$ cat src/include/rst_irq_pkg.sv
package rst_irq_pkg;
    // ------------------------------------------------------------
    // Register map and field positions
    // ------------------------------------------------------------
    localparam logic [15:0] ADDR_SYSTEM_CONTROL_0   = 16'h1010;
    localparam logic [15:0] ADDR_TIMER1_CONTROL_2   = 16'h104a;
    localparam logic [15:0] ADDR_EXT_CONTROL        = 16'h1017;
    localparam logic [15:0] ADDR_CHAIN_SELECT       = 16'h1018;
    localparam logic [15:0] ADDR_PRIVILEGE          = 16'h1012;
    localparam logic [15:0] ADDR_WATCHDOG_KEY       = 16'h1049;
    localparam logic [15:0] ADDR_PENDING            = 16'h1019;
    localparam logic [15:0] ADDR_LOCAL_ENABLE       = 16'h101a;
    localparam logic [15:0] ADDR_CPU_STATUS         = 16'h101b;
    localparam logic [15:0] ADDR_GPIO               = 16'h101c;
    localparam int          BIT_COLD_START          = 7;
    localparam int          BIT_OSC_FAULT           = 4;
    localparam int          BIT_WD_OVERFLOW         = 5;
    localparam int          BIT_NMI_SELECT          = 1;
    localparam int          BIT_PRIV_DISABLE        = 0;
    localparam int          BIT_LEVEL2_ENABLE       = 3;
    localparam int          BIT_LEVEL1_ENABLE       = 2;
    // ------------------------------------------------------------
    // Reset values and sequence
    // ------------------------------------------------------------
    localparam logic [7:0]  CPU_STATUS_RESET        = 8'h00;
    localparam logic [7:0]  STACK_POINTER_RESET     = 8'h01;
    localparam logic [7:0]  ACCUMULATOR_RESET       = 8'h00;
    localparam logic [15:0] RESET_VECTOR_HIGH       = 16'h7ffe;
    localparam logic [15:0] RESET_VECTOR_LOW        = 16'h7fff;
    localparam logic [7:0]  WATCHDOG_KEY_FIRST      = 8'h55;
    localparam logic [7:0]  WATCHDOG_KEY_SECOND     = 8'haa;
    localparam int          RESET_PIN_LOW_CYCLES    = 8;
    localparam int          RESET_TO_FETCH_CYCLES   = 20;
    localparam logic [4:0]  FETCH_COUNT             = 5'(RESET_TO_FETCH_CYCLES - 1);
    localparam logic [3:0]  PIN_COUNT               = 4'(RESET_PIN_LOW_CYCLES - 1);
    localparam logic [4:0]  VEC_LOW_AT              = 5'h02;
    localparam logic [4:0]  VEC_HIGH_AT             = 5'h04;
    localparam logic [23:0] WATCHDOG_TIMEOUT        = 24'hffffff;
    // ------------------------------------------------------------
    // Vectors, index 0 = highest priority
    // ------------------------------------------------------------
    localparam logic [15:0] VECTOR_TABLE [8] = '{16'h7ffc, 16'h7ffa, 16'h7ff8, 16'h7ff4,
                                                 16'h7ff2, 16'h7ff0, 16'h7fee, 16'h7fec};
    localparam logic [7:0]  WAKE_HALT_MASK          = 8'h13;
    localparam logic [7:0]  WAKE_STANDBY_MASK       = 8'h1b;

    typedef enum logic [1:0] {
        SEQ_HOLD  = 2'b00,
        SEQ_COUNT = 2'b01,
        SEQ_RUN   = 2'b10
    } seq_state_type;

    typedef struct packed {
        logic [15:0] addr;
        logic [7:0]  wdata;
        logic        wr;
        logic        rd;
    } bus_req_type;

    typedef struct packed {
        logic        irq_level1;
        logic        irq_level2;
        logic [15:0] vector;
        logic        nmi;
    } irq_req_type;

    typedef struct packed {
        seq_state_type seq;
        logic [4:0]    seq_cnt;
        logic [3:0]    pin_cnt;
        logic          pin_drive;
        logic [7:0]    sysctl0;
        logic [7:0]    timer1_control_2;
        logic [7:0]    ext_ctl;
        logic [7:0]    chain_sel;
        logic [7:0]    local_en;
        logic [7:0]    pending;
        logic [7:0]    cpu_status;
        logic [7:0]    gpio_out;
        logic [2:0]    ext_prev;
        logic          nmi_sel;
        logic          priv_off;
        logic          wd_armed;
        logic [23:0]   wd_cnt;
        logic [7:0]    stack_pointer;
        logic [7:0]    acc_a;
        logic [7:0]    acc_b;
        logic [7:0]    program_counter_low;
        logic [7:0]    program_counter_high;
        logic          fetch;
        logic [7:0]    rdata;
        logic          wake;
    } state_type;
endpackage

$ cat src/reset_and_interrupt_control.sv
// Function
// - Four reset causes: cold start, watchdog, oscillator, pin
// - Watchdog resets on bad key or timeout
// - Oscillator out of range forces reset
// - Reset pin driven low eight cycles
// - Stay reset while cold, osc fault, pin
// - Reset-source flags survive reset
// - Status cleared, stack pointer set 01h
// - Accumulators A and B cleared only
// - Load vector low, high, then fetch
// - Twenty cycles from release to fetch
// - Control registers return to reset values
// - Two levels, each globally enabled
// - Per-interrupt chain select, fixed position priority
// - Level arbitration apart from chain arbitration
// - Service only after instruction completes
// - Eight system interrupts besides reset
// - Dedicated vector per system interrupt
// - Per-source local enable and readable flag
// - Selectable active edge per external input
// - Ext 1 nonmaskable option, privilege protected
// - Unused external pins as general input, ext 2 and 3 also as output
// - Wake sources for standby and halt
// - Global enables at status bits 3, 2
//
// The placing of the registers and the address-and-strobe port were chosen for this implementation.
`timescale 1ns/1ps
module reset_and_interrupt_control (
    // Clock and reset
    input  wire logic                      sys_clk,
    input  wire logic                      rst,
    // Reset sources
    input  wire logic                      cold_start,
    input  wire logic                      osc_out_of_range,
    input  wire logic                      reset_pin_n_in,
    output logic                           reset_pin_n_out,
    output logic                           reset_pin_oe,
    // Register port
    input  wire rst_irq_pkg::bus_req_type  bus,
    output logic [7:0]                     rdata,
    // Interrupt sources and pins
    input  wire logic [4:0]                periph_irq,
    input  wire logic [2:0]                ext_pin,
    output logic [2:0]                     ext_gpio_out,
    output logic [1:0]                     ext_gpio_oe,
    // CPU side
    input  wire logic                      instr_done,
    input  wire logic                      irq_ack,
    input  wire logic                      low_power,
    input  wire logic                      halt_mode,
    input  wire logic [7:0]                vector_data,
    output logic [15:0]                    vector_addr,
    output logic                           cpu_reset,
    output logic                           first_fetch,
    output logic                           wake,
    output rst_irq_pkg::irq_req_type       irq
);
    rst_irq_pkg::state_type s_q;
    rst_irq_pkg::state_type s_d;
    logic [7:0] raw;
    logic [7:0] edge_hit;
    logic [7:0] ready;
    logic       reset_req;
    logic       wd_fire;
    logic [2:0] hi_idx;
    logic [2:0] lo_idx;
    logic       hi_any;
    logic       lo_any;
    logic [3:0] hi_pos;
    logic [3:0] lo_pos;

    // ------------------------------------------------------------
    // Priority encoder
    // ------------------------------------------------------------
    function automatic logic [3:0] first_set(input logic [7:0] v);
        logic [3:0] r;
        r = 4'h8;
        for (int i = 7; i >= 0; i--) begin
            if (v[i]) begin
                r = 4'(i);
            end
        end
        return r;
    endfunction

    // ------------------------------------------------------------
    // Combinational next state
    // ------------------------------------------------------------
    always_comb begin
        s_d = s_q;
        // Watchdog key and timeout
        wd_fire = 1'b0;
        if (s_q.wd_armed && s_q.seq == rst_irq_pkg::SEQ_RUN) begin
            s_d.wd_cnt = s_q.wd_cnt + 24'h000001;
            if (s_q.wd_cnt == rst_irq_pkg::WATCHDOG_TIMEOUT) begin
                wd_fire = 1'b1;
            end
        end
        if (bus.wr && bus.addr == rst_irq_pkg::ADDR_WATCHDOG_KEY) begin
            if (bus.wdata == rst_irq_pkg::WATCHDOG_KEY_FIRST ||
                bus.wdata == rst_irq_pkg::WATCHDOG_KEY_SECOND) begin
                s_d.wd_cnt   = 24'h000000;
                s_d.wd_armed = 1'b1;
            end else begin
                wd_fire = 1'b1;
            end
        end
        reset_req = wd_fire || osc_out_of_range || cold_start || !reset_pin_n_in;

        // Edge detection and pins
        // polarity per input
        for (int i = 0; i < 3; i++) begin
            edge_hit[i] = s_q.ext_ctl[i] ? (ext_pin[i] && !s_q.ext_prev[i])
                                         : (!ext_pin[i] && s_q.ext_prev[i]);
            if (s_q.ext_ctl[i + 3]) begin
                edge_hit[i] = 1'b0;
            end
        end
        edge_hit[7:3] = periph_irq;
        s_d.ext_prev = ext_pin;
        raw = s_q.pending | edge_hit;

        // Register writes
        if (bus.wr) begin
            case (bus.addr)
                rst_irq_pkg::ADDR_EXT_CONTROL: s_d.ext_ctl = bus.wdata;
                rst_irq_pkg::ADDR_CHAIN_SELECT: s_d.chain_sel = bus.wdata;
                rst_irq_pkg::ADDR_LOCAL_ENABLE: s_d.local_en = bus.wdata;
                rst_irq_pkg::ADDR_PENDING: raw = (s_q.pending & ~bus.wdata) | edge_hit;
                rst_irq_pkg::ADDR_CPU_STATUS: s_d.cpu_status = bus.wdata & 8'hfc;
                rst_irq_pkg::ADDR_GPIO: s_d.gpio_out = bus.wdata;
                rst_irq_pkg::ADDR_PRIVILEGE: begin
                    if (!s_q.priv_off) begin
                        s_d.nmi_sel = bus.wdata[rst_irq_pkg::BIT_NMI_SELECT];
                    end
                    s_d.priv_off = s_q.priv_off | bus.wdata[rst_irq_pkg::BIT_PRIV_DISABLE];
                end
                rst_irq_pkg::ADDR_SYSTEM_CONTROL_0: begin
                    if (!bus.wdata[rst_irq_pkg::BIT_COLD_START]) begin
                        s_d.sysctl0[rst_irq_pkg::BIT_COLD_START] = 1'b0;
                    end
                    if (!bus.wdata[rst_irq_pkg::BIT_OSC_FAULT]) begin
                        s_d.sysctl0[rst_irq_pkg::BIT_OSC_FAULT] = 1'b0;
                    end
                end
                rst_irq_pkg::ADDR_TIMER1_CONTROL_2: begin
                    if (!bus.wdata[rst_irq_pkg::BIT_WD_OVERFLOW]) begin
                        s_d.timer1_control_2[rst_irq_pkg::BIT_WD_OVERFLOW] = 1'b0;
                    end
                end
                default: begin
                end
            endcase
        end
        s_d.pending = raw;

        // Reset read data
        s_d.rdata = 8'h00;
        if (bus.rd) begin
            case (bus.addr)
                rst_irq_pkg::ADDR_SYSTEM_CONTROL_0: s_d.rdata = s_q.sysctl0;
                rst_irq_pkg::ADDR_TIMER1_CONTROL_2: s_d.rdata = s_q.timer1_control_2;
                rst_irq_pkg::ADDR_EXT_CONTROL: s_d.rdata = s_q.ext_ctl;
                rst_irq_pkg::ADDR_CHAIN_SELECT: s_d.rdata = s_q.chain_sel;
                rst_irq_pkg::ADDR_LOCAL_ENABLE: s_d.rdata = s_q.local_en;
                rst_irq_pkg::ADDR_PENDING: s_d.rdata = s_q.pending;
                rst_irq_pkg::ADDR_CPU_STATUS: s_d.rdata = s_q.cpu_status;
                rst_irq_pkg::ADDR_GPIO: s_d.rdata = {5'h00, ext_pin};
                rst_irq_pkg::ADDR_PRIVILEGE: s_d.rdata = {6'h00, s_q.nmi_sel, s_q.priv_off};
                default: s_d.rdata = 8'h00;
            endcase
        end

        // Arbitration
        // level gated by enables
        ready = s_q.pending & s_q.local_en;
        hi_pos = first_set(ready & s_q.chain_sel);
        lo_pos = first_set(ready & ~s_q.chain_sel);
        hi_idx = hi_pos[2:0];
        lo_idx = lo_pos[2:0];
        hi_any = |(ready & s_q.chain_sel) && s_q.cpu_status[rst_irq_pkg::BIT_LEVEL1_ENABLE];
        lo_any = |(ready & ~s_q.chain_sel) && s_q.cpu_status[rst_irq_pkg::BIT_LEVEL2_ENABLE];
        s_d.wake = |(s_q.pending & (halt_mode ? rst_irq_pkg::WAKE_HALT_MASK
                                              : rst_irq_pkg::WAKE_STANDBY_MASK)) && low_power;
        if (irq_ack && instr_done) begin
            if (s_q.nmi_sel && s_q.pending[0]) begin
                s_d.pending[0] = edge_hit[0];
            end else if (hi_any) begin
                s_d.pending[hi_idx] = edge_hit[hi_idx];
            end else if (lo_any) begin
                s_d.pending[lo_idx] = edge_hit[lo_idx];
            end
        end

        // Reset sequence
        s_d.fetch = 1'b0;
        if (s_q.pin_cnt != 4'h0) begin
            s_d.pin_cnt = s_q.pin_cnt - 4'h1;
        end else begin
            s_d.pin_drive = 1'b0;
        end
        case (s_q.seq)
            rst_irq_pkg::SEQ_HOLD: begin
                if (!reset_req && !s_q.pin_drive) begin
                    s_d.seq     = rst_irq_pkg::SEQ_COUNT;
                    s_d.seq_cnt = 5'h01;
                end
            end
            rst_irq_pkg::SEQ_COUNT: begin
                s_d.seq_cnt = s_q.seq_cnt + 5'h01;
                if (s_q.seq_cnt == rst_irq_pkg::VEC_LOW_AT) begin
                    s_d.program_counter_low = vector_data;
                end
                if (s_q.seq_cnt == rst_irq_pkg::VEC_HIGH_AT) begin
                    s_d.program_counter_high = vector_data;
                end
                if (s_q.seq_cnt == rst_irq_pkg::FETCH_COUNT) begin
                    s_d.seq   = rst_irq_pkg::SEQ_RUN;
                    s_d.fetch = 1'b1;
                end
            end
            rst_irq_pkg::SEQ_RUN: begin
            end
            default: s_d.seq = rst_irq_pkg::SEQ_HOLD;
        endcase
        if (reset_req || rst) begin
            s_d.seq       = rst_irq_pkg::SEQ_HOLD;
            if (!s_q.pin_drive || s_q.seq != rst_irq_pkg::SEQ_HOLD) begin
                s_d.pin_drive = 1'b1;
                s_d.pin_cnt   = rst_irq_pkg::PIN_COUNT;
            end
            s_d.cpu_status    = rst_irq_pkg::CPU_STATUS_RESET;
            s_d.stack_pointer = rst_irq_pkg::STACK_POINTER_RESET;
            s_d.acc_a = rst_irq_pkg::ACCUMULATOR_RESET;
            s_d.acc_b = rst_irq_pkg::ACCUMULATOR_RESET;
            s_d.ext_ctl   = 8'h00;
            s_d.chain_sel = 8'h00;
            s_d.local_en  = 8'h00;
            s_d.pending   = 8'h00;
            s_d.gpio_out  = 8'h00;
            s_d.nmi_sel   = 1'b0;
            s_d.priv_off  = 1'b0;
            s_d.wd_armed  = 1'b0;
            s_d.wd_cnt    = 24'h000000;
            if (cold_start) begin
                s_d.sysctl0[rst_irq_pkg::BIT_COLD_START] = 1'b1;
            end
            if (osc_out_of_range) begin
                s_d.sysctl0[rst_irq_pkg::BIT_OSC_FAULT] = 1'b1;
            end
            if (wd_fire) begin
                s_d.timer1_control_2[rst_irq_pkg::BIT_WD_OVERFLOW] = 1'b1;
            end
        end
    end

    // ------------------------------------------------------------
    // State register
    // ------------------------------------------------------------
    always_ff @(posedge sys_clk) begin
        s_q <= s_d;
        if (rst) begin
            s_q.seq     <= rst_irq_pkg::SEQ_HOLD;
            s_q.sysctl0 <= 8'h80;
            s_q.timer1_control_2  <= 8'h00;
            s_q.rdata   <= 8'h00;
            s_q.fetch   <= 1'b0;
            s_q.wake    <= 1'b0;
            s_q.program_counter_low  <= 8'h00;
            s_q.program_counter_high <= 8'h00;
            s_q.ext_prev <= 3'h0;
            s_q.seq_cnt   <= 5'h00;
            s_q.ext_ctl   <= 8'h00;
            s_q.chain_sel <= 8'h00;
            s_q.local_en  <= 8'h00;
            s_q.pending   <= 8'h00;
            s_q.cpu_status    <= rst_irq_pkg::CPU_STATUS_RESET;
            s_q.stack_pointer <= rst_irq_pkg::STACK_POINTER_RESET;
            s_q.acc_a     <= rst_irq_pkg::ACCUMULATOR_RESET;
            s_q.acc_b     <= rst_irq_pkg::ACCUMULATOR_RESET;
            s_q.gpio_out  <= 8'h00;
            s_q.nmi_sel   <= 1'b0;
            s_q.priv_off  <= 1'b0;
            s_q.wd_armed  <= 1'b0;
            s_q.wd_cnt    <= 24'h000000;
        end
    end

    // ------------------------------------------------------------
    // Outputs
    // ------------------------------------------------------------
    // level arbitration output
    always_comb begin
        irq.nmi        = s_q.nmi_sel && s_q.pending[0];
        irq.irq_level1 = hi_any || irq.nmi;
        irq.irq_level2 = lo_any;
        if (irq.nmi) begin
            irq.vector = rst_irq_pkg::VECTOR_TABLE[0];
        end else if (hi_any) begin
            irq.vector = rst_irq_pkg::VECTOR_TABLE[hi_idx];
        end else begin
            irq.vector = rst_irq_pkg::VECTOR_TABLE[lo_idx];
        end
        if (s_q.seq == rst_irq_pkg::SEQ_COUNT && s_q.seq_cnt < rst_irq_pkg::VEC_HIGH_AT) begin
            vector_addr = rst_irq_pkg::RESET_VECTOR_LOW;
        end else if (s_q.seq == rst_irq_pkg::SEQ_COUNT) begin
            vector_addr = rst_irq_pkg::RESET_VECTOR_HIGH;
        end else begin
            vector_addr = {s_q.program_counter_high, s_q.program_counter_low};
        end
    end
    assign reset_pin_n_out = 1'b0;
    assign reset_pin_oe    = s_q.pin_drive;
    assign rdata           = s_q.rdata;
    assign cpu_reset       = s_q.seq != rst_irq_pkg::SEQ_RUN;
    assign first_fetch     = s_q.fetch;
    assign wake            = s_q.wake;
    assign ext_gpio_out    = s_q.gpio_out[2:0];
    assign ext_gpio_oe     = s_q.gpio_out[7:6] & s_q.ext_ctl[5:4];
endmodule

$ cat config.mk
export PLATFORM = sky130hd
export DESIGN_NAME = reset_and_interrupt_control
export DESIGN_NICKNAME = d
export VERILOG_FILES = /design/src/include/rst_irq_pkg.sv /design/src/reset_and_interrupt_control.sv
export SDC_FILE = /design/constraint.sdc
export NUM_CORES = 1
export LEC_CHECK = 0
export BUFFER_PORTS_ARGS = -buffer_cell sky130_fd_sc_hd__buf_2
export CAP_MARGIN = 10
export CORE_MARGIN = 2
export CORE_UTILIZATION = 50
export CTS_CLUSTER_SIZE = 16
export DETAILED_ROUTE_END_ITERATION = 10
export GPL_ROUTABILITY_DRIVEN = 1
export PLACE_DENSITY = 0.75
export SYNTH_ARGS = -nofsm -noshare
export SYNTH_HDL_FRONTEND = slang
export SYNTH_SLANG_ARGS = --single-unit
export TNS_END_PERCENT = 30
$ cat constraint.sdc
create_clock -name sys_clk -period 2.1 [get_ports sys_clk]
set_clock_uncertainty 0.05 [all_clocks]
set_input_delay 0.42 -clock sys_clk [delete_from_list [all_inputs] [get_ports sys_clk]]
set_output_delay 0.42 -clock sys_clk [all_outputs]
set_load 0.05 [all_outputs]
==> results.yml <==
status:
  status: "finished, violations left"
  violations: "setup timing"
layout:
  final_area_um2: 8890
  fill_cells: 909
  drive_gt1_share_pct: 37.4
  area_delta_synth_final_pct: 41.8
  num_antenna_cells: 0
  mostFrequentLayoutCell: "buf_4"
  final_cell_mix: "buf_4, dfxtp_1, nor2_1"
  final_nets: 1029
  multi_input_area_um2: 3960
  seq_area_um2: 2310
global_routing:
  antenna_found_initial: 0
  grt_pass1_wl_um: 32300
  overflow: 0
  grt_pass1_vias: 6466
  track_usage_pct: 31.5
  grt_max_degree: 31
placement:
  portBuffers: 90
  place_congestion: 0.928
  detailed_place.area_um2: 7830
  dp_hpwl_um: 15500
clock_tree:
  h-tree-depth: 4
  cts_sinks: 114
  cts.path.max_buffers: 2
  cts_tree: "done"
  clkLatencyLatePin_ns: 0.42
  clk_pin_slew_ns: 0.05
  cts_root_buffer: "clkbuf_16"
  cts_made_buffers: 17
setup_path:
  ff2ff_path_depth: 8
  timing.rr.end: "s_q[101]"
  worst-setup-path-type: "reg2out"
  r2r-start: "s_q[119]"
  worst_setup_path_end_kind: "primary output"
  required_ns: 1.63
  worstPathArrival_ns: 2.25
  rrSetupSlack_ns: -0.28
  crit_fanout: 4
  cp-start-kind: "register"
timing:
  hold_violations: 0
  rsz0062_at_grt: "true"
  period_share_pct: 130
  finalMaxSlewViolations: 0
  hold_slack_ns: 0.197
  setup_viol_count_final: 10
  fin_crit_ns: 2.72
  worst_pin_slew_ns: 0.501
  fmax_ghz: 0.367
  setup_slack_ns: -0.621
  slew_headroom_pct: 65.8
detailed_routing:
  drtIter0Drc: 602
  wl_per_cell_um: 18.4
  vias_per_cell: 5.73
  wirelength_um: 21100
  ant_nets: 0
  drt_first_pass_iters: 4
  vias: 6580
  drc: 0
pwr:
  swShare_pct: 24.4
  fin_total_pwr_mw: 5.84
  ir_drop_uv: 611
  p_switching_mw: 1.43
  pwr-share-comb_pct: 9.9
  power_density_nw_per_um2: 656
  internal-power_mw: 4.41
  clkPwrFrac_pct: 51.2
  pwr-share-seq_pct: 39.0
  p_leak_nw: 3.82
logic_synthesis:
  synth-seq-cells: 114
  synth_warnings: 0
  yosysUniqueCellTypes: 80
  ys.flop_type: "dfxtp_1"
  async_reset_ff_share_pct: 0
  ys_seq_area_share_pct: 36.4
  syn_area_um2: 6270
  synth_edf_count: 0
  post_synth.cell_area_avg_um2: 8.35
  synthCells: 751
job:
  maxCapViolCount: 0
worst_hold_path:
  hold_end: "s_q[14]"
  min_from: "vector_data[4]"
  hold_class: "in2reg"
  whs_path_depth: 3
floorplanning:
  die_w_um: 116
  ios: 104
  die_area_um2: 13500
  rows: 40
  start_util_pct: 51.8
  die_h_um: 116
  coreArea_um2: 12100
## logic make-up after synthesis
group,Yosys count,synth area share (%)
DFF,114,36.4
AOI/OAI and AO/OA,127,13.8
buffers and inverters,76,6.13
other,2,0.120
adders and majority gates,8,1.60
muxes,44,8.24
and+or+nand+nor,357,30.5
xor gates and xnor gates,23,3.21
## metrics by stage
step           TNS [ns]  util [%]  instances  setup WS (ns)
2_1_floorplan    -0.981         -        762         -0.179
3_3_place_gp      -6.06      64.7       1103         -0.251
5_1_grt           -4.16      73.4       1149         -0.670
4_1_cts           -2.91      72.0       1144         -0.613
6_report          -3.51      73.4       1149         -0.621
3_5_place_dp      -9.22      64.7       1103         -0.307
## per-layer routing
| metal | share of wire (%) | wire [µm] | global-route usage, % |
|---|---|---|---|
| met4 | 3.3 | 697 | 14.4 |
| met5 | 0 | 0 | 0 |
| met3 | 6.8 | 1450 | 7.79 |
| met2 | 51 | 10800 | 55.8 |
| met1 | 39 | 8200 | 35.8 |
## cell type report
class	instances	area share [%]
repair buffers	241	19.3
inverters	23	0.971
multi-input cells	573	44.5
well taps	168	2.36
clock inverters	8	1.42
clock buffers	22	5.44
flip-flops and latches	114	26.0
## timing repair
item	4_1_cts	5_1_grt
buffers inserted	12	5
setup endpoints to repair	31	44
gates resized for setup	59	34
pin swaps	17	16
hold buffers	0	0
cloned	0	1
endpoints found under the hold margin	0	0
## synthesized netlist by cell type, drive strengths merged, types with 5 or more instances
master,count,area [µm²]
dfxtp,114,2280
nand3,26,135
nand2,92,345
xnor2,9,78.8
clkbuf,19,71.3
nor3,18,95.1
xor2,14,123
buf,34,226
a222oi,5,50.1
a31oi,5,37.5
nor2,93,349
mux2i,37,370
a211oi,8,60.1
nor2b,7,43.8
a21oi,48,240
ha,8,100
and2,8,50.1
inv,23,86.3
nand4,26,175
o21ai,16,80.1
nor4,9,108
mux4,6,135
and3,9,56.3
nand2b,21,131
nand3b,15,113
## worst max path at each step
stage               startpoint  endpoint  slack [ns]  cells after the start
global placement      s_q[110]    irq[4]       -0.25                     10
detailed placement     bus[15]   s_q[76]       -0.31                     10
global route          s_q[109]    irq[3]       -0.67                      9
floorplan              s_q[99]    irq[3]       -0.18                      8
CTS                   s_q[101]    irq[3]       -0.61                      9
finish                s_q[100]    irq[3]       -0.62                      9
## state kept, by name, indices dropped and copies added, names as in the netlist
register and count:
s_q 100, ext_gpio_out 3, reset_pin_oe 1, wake 1, first_fetch 1, rdata 8
## critical path, stage by stage, from the launching register on
cell,delay (ns)
dfxtp_2,0.33
buf_6,0.11
nand3b_1,0.13
o211ai_1,0.15
a31oi_2,0.30
inv_2,0.11
ha_4,0.23
a211oi_4,0.24
o21ai_4,0.07
buf_6,0.15
## power by group through the flow
stage,sequential (mW),combinational [mW],clock [mW]
floorplan,2.34,0.318,0
global placement,2.31,0.519,0
detailed placement,2.32,0.548,0
CTS,2.27,0.561,3.01
global route,2.27,0.620,3.10
finish,2.27,0.576,2.99
No activity file was read; power rests on OpenSTA's default activity.
